[config.mk]
export PLATFORM = sky130hd
export DESIGN_NAME = supply_level_detector
export DESIGN_NICKNAME = d
export VERILOG_FILES = /design/src/rtl/supply_level_detector_pkg.sv /design/src/rtl/supply_level_detector.sv
export VERILOG_INCLUDE_DIRS = /design/src /design/src/rtl
export SDC_FILE = /design/constraint.sdc
export NUM_CORES = 1
export LEC_CHECK = 0
export BUFFER_PORTS_ARGS = -buffer_cell sky130_fd_sc_hd__buf_2
export CAP_MARGIN = 20
export CORE_ASPECT_RATIO = 1.4
export CORE_MARGIN = 2
export CORE_UTILIZATION = 55
export CTS_BUF_LIST = sky130_fd_sc_hd__clkbuf_4 sky130_fd_sc_hd__clkbuf_8
export CTS_CLUSTER_SIZE = 30
export DETAILED_ROUTE_END_ITERATION = 10
export PLACE_DENSITY_LB_ADDON = 0.3
export SYNTH_ARGS = -nofsm -noshare
export SYNTH_HDL_FRONTEND = slang
export SYNTH_SLANG_ARGS = --single-unit
[constraint.sdc]
create_clock -name mclk -period 6.95 [get_ports mclk]
set_clock_uncertainty 0.2 [all_clocks]
set_input_delay 1.0425 -clock mclk [delete_from_list [all_inputs] [get_ports mclk]]
set_output_delay 1.0425 -clock mclk [all_outputs]
set_load 0.02 [all_outputs]
[src/rtl/supply_level_detector_defines.svh]
// Offsets, field positions, reset values and timing counts of the supply level detector
`ifndef SUPPLY_LEVEL_DETECTOR_DEFINES_SVH
`define SUPPLY_LEVEL_DETECTOR_DEFINES_SVH

// Register offsets on the plain port
`define SLD_OFS_CONTROL 4'h0
`define SLD_OFS_FLAGS 4'h1
`define SLD_OFS_ENABLES 4'h2
`define SLD_OFS_PRIOR 4'h3
`define SLD_OFS_CORE 4'h4

// Control register fields
`define SLD_LIMIT_LSB 0
`define SLD_LIMIT_MSB 3
`define SLD_POWER_BIT 4
`define SLD_STABLE_BIT 5
`define SLD_DIR_BIT 7
`define SLD_LIMIT_EXTERNAL 4'hf

// Event bit position in flags, enables and priorities
`define SLD_EVENT_BIT 2
// Global enable position in core interrupt control
`define SLD_GLOBAL_BIT 7

// Reset values
`define SLD_CONTROL_RST 8'h05
`define SLD_ZERO_RST 8'h00

// Reference settling time in ns and clock period in ns
`define SLD_SETTLE_NS 20000
`define SLD_CLK_NS 8
`define SLD_SETTLE_CYC ((`SLD_SETTLE_NS + `SLD_CLK_NS - 1) / `SLD_CLK_NS)

`endif

[src/rtl/supply_level_detector_pkg.sv]
// Types shared by the supply level detector
package supply_level_detector_pkg;

   // Register port request
   typedef struct packed {
      logic [3:0] addr;
      logic [7:0] wdata;
      logic wr;
      logic rd;
   } reg_req_t;

   // Settling sequencer states
   typedef enum logic [2:0] {
      OFF = 3'b001,
      SETTLING = 3'b010,
      STABLE = 3'b100
   } settle_state_t;

   // Whole module state
   typedef struct packed {
      logic [7:0] control;
      logic [7:0] flags;
      logic [7:0] enables;
      logic [7:0] prior;
      logic [7:0] core;
      logic [7:0] rdata;
      settle_state_t state;
      logic [31:0] settleCnt;
      logic [1:0] cmpSync;
      logic [1:0] doneSync;
      logic wake;
   } state_t;

endpackage

[src/rtl/supply_level_detector.sv]
// Digital control around the supply voltage level detector
// Operation
// - Trip crossing sets voltage event flag
// - Four-bit limit field selects trip point
// - Limit all ones selects external input
// - Direction one rise, zero fall
// - Interrupt needs detector and global enable
// - No interrupt before reference stable bit
// - Flag inhibited during clock-independent settling
// - Enable powers comparator and divider
// - Flag resets if condition still holds
// - Detector runs in sleep, wakes device
// - Vector taken only if globally enabled
// - Reset returns registers, detector off
// - Stable bit read-only, shows settled
// - Direction selects drop or rise watch
//
// The implementer's own choices: strobed register access and the register offsets.
`include "supply_level_detector_defines.svh"

module supply_level_detector #(
   parameter int unsigned SETTLE_CYCLES = `SLD_SETTLE_CYC
) (
   // Clock and reset
   input wire logic mclk,
   input wire logic reset,
   // Register port
   input wire logic [3:0] regAddr,
   input wire logic [7:0] regWdata,
   input wire logic regWr,
   input wire logic regRd,
   output logic [7:0] regRdata,
   // Analog front end
   input wire logic comparatorOut,
   input wire logic settleDone,
   output logic detectorPower,
   output logic [3:0] tripLimitSelect,
   output logic externalTripInput,
   output logic detectDirection,
   // Core side
   input wire logic sleeping,
   output logic interruptRequest,
   output logic highPriority,
   output logic wakeRequest,
   output logic vectorTaken
);

   // ------------------------------------------------------------
   // Elaboration checks
   // ------------------------------------------------------------
   if (SETTLE_CYCLES < 1) begin : gBadSettle
      $error("SETTLE_CYCLES must be at least one");
   end

   // ------------------------------------------------------------
   // State
   // ------------------------------------------------------------
   supply_level_detector_pkg::state_t s_q;
   supply_level_detector_pkg::state_t s_d;
   supply_level_detector_pkg::reg_req_t req;
   logic powerOn;
   logic condition;
   logic stable;
   logic flagClear;

   // Decode a register write at one offset
   function automatic logic hit(input logic [3:0] a, input logic [3:0] ofs, input logic st);
      hit = st && (a == ofs);
   endfunction

   // Request carrier
   assign req = '{addr: regAddr, wdata: regWdata, wr: regWr, rd: regRd};

   // Trip condition from synchronised comparator alone; direction is applied in the analog front end
   assign powerOn = s_q.control[`SLD_POWER_BIT];
   assign stable = (s_q.state == supply_level_detector_pkg::STABLE);
   assign condition = s_q.cmpSync[1];
   assign flagClear = hit(req.addr, `SLD_OFS_FLAGS, req.wr)
                      && !req.wdata[`SLD_EVENT_BIT];

   // ------------------------------------------------------------
   // Next state
   // ------------------------------------------------------------
   always_comb begin
      s_d = s_q;
      // Two-stage synchronisers for analog outputs
      s_d.cmpSync = {s_q.cmpSync[0], comparatorOut};
      s_d.doneSync = {s_q.doneSync[0], settleDone};

      // Register writes
      if (hit(req.addr, `SLD_OFS_CONTROL, req.wr)) begin
         s_d.control[`SLD_LIMIT_MSB:`SLD_LIMIT_LSB] =
            req.wdata[`SLD_LIMIT_MSB:`SLD_LIMIT_LSB];
         s_d.control[`SLD_POWER_BIT] = req.wdata[`SLD_POWER_BIT];
         s_d.control[`SLD_DIR_BIT] = req.wdata[`SLD_DIR_BIT];
      end
      if (hit(req.addr, `SLD_OFS_FLAGS, req.wr)) begin
         s_d.flags = req.wdata;
      end
      if (hit(req.addr, `SLD_OFS_ENABLES, req.wr)) begin
         s_d.enables = req.wdata;
      end
      if (hit(req.addr, `SLD_OFS_PRIOR, req.wr)) begin
         s_d.prior = req.wdata;
      end
      if (hit(req.addr, `SLD_OFS_CORE, req.wr)) begin
         s_d.core = req.wdata;
      end

      // Settling sequencer
      unique case (s_q.state)
         supply_level_detector_pkg::OFF: begin
            s_d.settleCnt = '0;
            if (s_d.control[`SLD_POWER_BIT]) begin
               s_d.state = supply_level_detector_pkg::SETTLING;
            end
         end
         supply_level_detector_pkg::SETTLING: begin
            s_d.settleCnt = s_q.settleCnt + 32'h0000_0001;
            if (!s_d.control[`SLD_POWER_BIT]) begin
               s_d.state = supply_level_detector_pkg::OFF;
            end else if (s_q.settleCnt >= 32'(SETTLE_CYCLES - 1) && s_q.doneSync[1]) begin
               s_d.state = supply_level_detector_pkg::STABLE;
            end
         end
         supply_level_detector_pkg::STABLE: begin
            if (!s_d.control[`SLD_POWER_BIT]) begin
               s_d.state = supply_level_detector_pkg::OFF;
            end
         end
         default: s_d.state = supply_level_detector_pkg::OFF;
      endcase

      // Stable bit is read-only and mirrors the sequencer
      s_d.control[`SLD_STABLE_BIT] = (s_d.state == supply_level_detector_pkg::STABLE);
      s_d.control[6] = 1'b0;

      // Event sets flag, set wins over clear, re-sets while held
      if (stable && powerOn && condition) begin
         s_d.flags[`SLD_EVENT_BIT] = 1'b1;
      end else if (flagClear) begin
         s_d.flags[`SLD_EVENT_BIT] = 1'b0;
      end

      // Wake pulse on flag rising while asleep
      s_d.wake = sleeping && s_d.flags[`SLD_EVENT_BIT]
                 && !s_q.flags[`SLD_EVENT_BIT];

      // Read data one cycle later
      s_d.rdata = 8'h00;
      if (req.rd) begin
         unique case (req.addr)
            `SLD_OFS_CONTROL: s_d.rdata = s_q.control;
            `SLD_OFS_FLAGS: s_d.rdata = s_q.flags;
            `SLD_OFS_ENABLES: s_d.rdata = s_q.enables;
            `SLD_OFS_PRIOR: s_d.rdata = s_q.prior;
            `SLD_OFS_CORE: s_d.rdata = s_q.core;
            default: s_d.rdata = 8'h00;
         endcase
      end
   end

   // ------------------------------------------------------------
   // State register
   // ------------------------------------------------------------
   always_ff @(posedge mclk or posedge reset) begin
      if (reset) begin
         s_q.control <= `SLD_CONTROL_RST;
         s_q.flags <= `SLD_ZERO_RST;
         s_q.enables <= `SLD_ZERO_RST;
         s_q.prior <= `SLD_ZERO_RST;
         s_q.core <= `SLD_ZERO_RST;
         s_q.rdata <= 8'h00;
         s_q.state <= supply_level_detector_pkg::OFF;
         s_q.settleCnt <= 32'h0000_0000;
         s_q.cmpSync <= 2'b00;
         s_q.doneSync <= 2'b00;
         s_q.wake <= 1'b0;
      end else begin
         s_q <= s_d;
      end
   end

   // ------------------------------------------------------------
   // Outputs
   // ------------------------------------------------------------
   assign regRdata = s_q.rdata;
   assign detectorPower = powerOn;
   assign tripLimitSelect = s_q.control[`SLD_LIMIT_MSB:`SLD_LIMIT_LSB];
   assign externalTripInput = powerOn
      && (tripLimitSelect == `SLD_LIMIT_EXTERNAL);
   assign detectDirection = s_q.control[`SLD_DIR_BIT];
   // Level interrupt gated by detector and global enable
   assign interruptRequest = s_q.flags[`SLD_EVENT_BIT] && s_q.enables[`SLD_EVENT_BIT]
                             && s_q.core[`SLD_GLOBAL_BIT];
   assign highPriority = interruptRequest && s_q.prior[`SLD_EVENT_BIT];
   assign wakeRequest = s_q.wake;
   assign vectorTaken = s_q.wake && s_q.core[`SLD_GLOBAL_BIT];

endmodule // supply_level_detector

After elaboration in Yosys (flattened, before gate mapping)
Index checks and enable logic that the tools add are counted.
{"block": "word_totals", "regBits": 87, "wordCells": 56, "in_bits": 19, "output_inout_bits": 19}
{"block": "op_classes", "order_cmp": 1, "n_addsub": 1, "n_mux": 12, "reduce_logical": 20, "eq_ne": 9}
{"op": "case mux 32 bit (2 select lines)", "count": 1}
{"op": "case mux 8 bit (5 select lines)", "count": 1}
{"op": "adder 32 x 1 -> 32 bit, second input constant", "count": 1}
{"op": ">= comparator 32 x 12 -> 1 bit, second input constant", "count": 1}
{"op": "logical AND 1 bit", "count": 16}
{"op": "two-way mux 3 bit", "count": 5}
{"op": "case mux 3 bit (3 select lines)", "count": 1}
{"op": "== test 4 x 2 -> 1 bit, second input constant", "count": 2}
{"op": "two-way mux 8 bit", "count": 1}
{"op": "== test 3 bit, second input constant", "count": 2}
{"op": "two-way mux 5 bit", "count": 1}
{"op": "== test 4 x 1 -> 1 bit, second input constant", "count": 1}
{"op": "== test 4 x 3 -> 1 bit, second input constant", "count": 1}
{"op": "== test 4 bit, second input constant", "count": 1}
{"op": "zero test 4 bit", "count": 1}
{"op": "== test 3 x 1 -> 1 bit, second input constant", "count": 1}
{"op": "== test 3 x 2 -> 1 bit, second input constant", "count": 1}
{"op": "zero test 1 bit", "count": 2}
{"op": "two-way mux 1 bit", "count": 2}
{"op": "nonzero test 2 bit", "count": 1}

Logic depth before layout (Yosys ltp)
{"block": "depth", "word_depth": 7, "ltp_mapped": 6, "depth_no_buf": 5}

Worst setup path before layout
No wires, ideal clock.
{"block": "synth_timing", "path_kind": "in2reg", "startpoint": "input regAddr[3]", "endpoint": "register s_q[39] (netlist bit)", "setup_time_ns": 0.120, "path_buffers": 1, "required_ns": 6.630, "setup_slack_ns": 4.452, "arrival_ns": 2.177, "path_stages": 6, "path_cell_list": "buf_2 nor4_4 a21boi_1 nor2_1 inv_1 a31o_2"}
{"item": "start: declaration", "line": "supply_level_detector.sv:28", "source": "input wire logic [3:0] regAddr,"}
{"item": "end: declaration", "line": "supply_level_detector.sv:58", "source": "supply_level_detector_pkg::state_t s_q;"}

Worst setup path after layout
{"block": "layout_timing", "startpoint": "register s_q, in the netlist tripLimitSelect[2]", "endpoint": "output externalTripInput"}
{"block": "layout_via", "elab_chain_len": 2}
{"item": "== test 4 bit (no line)"}
{"item": "logical AND 1 bit", "line": "supply_level_detector.sv:190", "source": "assign externalTripInput = powerOn"}
{"item": "end: declaration", "line": "supply_level_detector.sv:38", "source": "output logic externalTripInput,"}
Every way passes these cells.

==> flow_summary.json <==
{
  "status": "complete, no violations",
  "post_synth_num_cell_types": 46,
  "grt_overflow": 0,
  "ctsHoldBuffers": 0,
  "drive_above_1_share": 0.2947,
  "p_leak_nw": 2.199,
  "synth_ff_type": "dfrtp_1",
  "dp.final_hpwl_um": 5766,
  "grt_pass1_wl_um": 14150,
  "cp_data_required_time_ns": 5.71,
  "path_clk_slew_ns": 0.08,
  "initial_core_util": 0.5636,
  "async_flop_share": 1.000,
  "yosysTopAreaCell": "dfrtp_1",
  "synthTopCellsByCount": "84 x dfrtp_1, 45 x nand2_1, 35 x mux2_2",
  "synthesis.area_um2": 4096,
  "post_cts_buffers": 0,
  "route.antenna.remaining_nets": 0,
  "core_area_um2": 7268,
  "nets": 396,
  "syn_to_final_growth_pct": 10.35,
  "ys_warn_count": 0,
  "diodes": 0,
  "slew_headroom": 0.4946,
  "ys_seq_elements": 87,
  "yosysMostFrequentCell": "dfrtp_1",
  "placedCellCount": 461,
  "avgSynthCellArea_um2": 11.87,
  "grt_usage": 0.2244,
  "total_power_mw": 1.121,
  "synthesis.nets": 365,
  "critPathKind": "reg -> out",
  "route.detailed.drc": 0,
  "cp-end-kind": "output port",
  "critPathArrivalTime_ns": 1.34,
  "synth_edf_count": 0,
  "io_pins": 38,
  "hold_violations": 0,
  "vias": 2853,
  "hp-class": "reg -> reg",
  "clockBufferDepth": 2,
  "cts_resized": 0,
  "cp_slowest_cell": "dfstp_2",
  "hold_slack_ns": 0.1539,
  "first_iter_violations": 185,
  "fmax_ghz": 0.3876,
  "grt_max_degree": 88,
  "ys_top_cells_by_area": "dfrtp_1 51%, mux2_2 9.6%, mux2i_1 6.6%, nand2_1 4.1%, nand4_1 2.6%",
  "final_cells": 477,
  "finalCriticalPeriod_ns": 2.580,
  "crit_path_cell_trace": "nand3_1, nor2_1, buf_2",
  "io_buffers": 37,
  "ctsHtreeMaxLevel": 3,
  "clock_sinks": 87,
  "crit_buf_inv": 1,
  "synthCells": 345,
  "setup_violations": 0,
  "gp_congestion": 0.8321,
  "final_util": 0.6220,
  "critPathTopFamily": "flip-flops",
  "synth_top_area_share": 0.5131,
  "post-route-period-util": 0.3713,
  "drtPass1Iterations": 7,
  "power.density_nw_per_um2": 248.0,
  "finalWirelength_um": 8302,
  "grt_pass1_vias": 2875,
  "fin_setup_tns_ns": 0,
  "max-cap-violations": 0,
  "cts_buffers": 9,
  "vias_per_cell": 5.981,
  "die_w_um": 76.94,
  "die_area_um2": 8164,
  "ctsRootBufferMaster": "clkbuf_8",
  "cp-start-kind": "flip-flop",
  "wire_per_inst_um": 17.40,
  "cts_tree": "done",
  "ir_worst_vdd_uv": 117.0,
  "final_max_slew_viol_count": 0,
  "antenna_found_initial": 0,
  "die_y_um": 106.1,
  "worst_slew_pin_slew_ns": 0.7565,
  "rows": 37,
  "slowest_delay_ns": 0.57,
  "rsz0062_at_grt": "false",
  "clk_latency_ns": 0.37,
  "seq_area_frac_synth": 0.5324,
  "crit_fanout": 4
}
through the flow:
step / worst slack [ns] / cell area [um2]
after floorplan: 3.462 / 4096
after global placement: 4.083 / 4292
after detailed placement: 4.090 / 4292
after CTS: 4.372 / 4493
after global routing: 4.315 / 4521
final: 4.370 / 4521
cells by family (layout without fill, tap and decap cells):
group	after synthesis	in the layout	synth area share
simple gates	127	127	0.1909
buf+inv	24	59	0.03390
mux	63	63	0.1659
flops	87	87	0.5324
compound gates	43	43	0.07392
fa+ha+maj	1	1	0.003054
sequential cells by signal, summed over array words and instances, names as in the netlist:
signal / flops
wakeRequest: 1
detectDirection: 1
regRdata: 8
condition: 1
s_d: 2
s_q: 69
tripLimitSelect: 4
detectorPower: 1
layout make-up:
cell class              count  area [um2]
fillers                   578        2748
inverters                   5       20.02
multi-input cells         234        1777
clock inverters             3       42.54
repair buffers             39       220.2
well taps                  97       121.4
clock buffers              12       158.9
flip-flops and latches     87        2181
where the power goes:
| group | switching [mW] | total [mW] | internal, mW | leakage [nW] |
|---|---|---|---|---|
| logic | 0.0905 | 0.156 | 0.0654 | 0.963 |
| registers | 0.0401 | 0.607 | 0.567 | 1.13 |
| clock network | 0.171 | 0.358 | 0.187 | 0.102 |
| total | 0.301 | 1.12 | 0.820 | 2.20 |
layout by cell type (no fill, tap or decap), types with 2 or more instances in the layout:
cell and instances:
a21oi_1 10, a222oi_1 8, a22o_1 2, a22oi_1 7, a31o_2 2, and2_1 4, and3_1 6, and4_1 2
buf_2 37, clkbuf_8 11, clkinv_2 2, dfrtp_1 84, dfstp_2 3, inv_1 4, mux2_2 35, mux2i_1 27
nand2_1 45, nand2_2 3, nand3_1 13, nand4_1 17, nor2_1 11, nor3_1 2, nor3b_1 3, nor4_1 6
nor4_4 3, nor4b_4 3, o21ai_0 7
worst paths after layout:
path                                     from                  to  slack [ns]  cells past startpoint
setup / recovery           tripLimitSelect[2]   externalTripInput        4.37                      3
hold / removal                         s_d[4]           condition        0.15                      0
setup reg to reg                      s_q[39]             s_q[31]        4.73                      4
hold reg to reg                        s_d[4]           condition        0.15                      0
max in group asynchronous               reset  tripLimitSelect[0]        5.33                      4
min in group asynchronous               reset              s_q[7]        0.56                      3
worst reg2reg max path: stages, from the launching register on:
cell and delay, ns:
dfrtp_1 0.40, or3b_1 0.57, nor4_2 0.55, nand4_1 0.21, mux2i_1 0.16
routing by layer:
| layer | wire length [um] | GRT usage | share of wire |
|---|---|---|---|
| met5 | 0 | 0 | 0 |
| met4 | 170 | 0.1156 | 0.020 |
| met3 | 309 | 0.04160 | 0.037 |
| met2 | 4536 | 0.3916 | 0.55 |
| met1 | 3286 | 0.2622 | 0.40 |
Note: power is estimated with default switching activity, not from simulation.
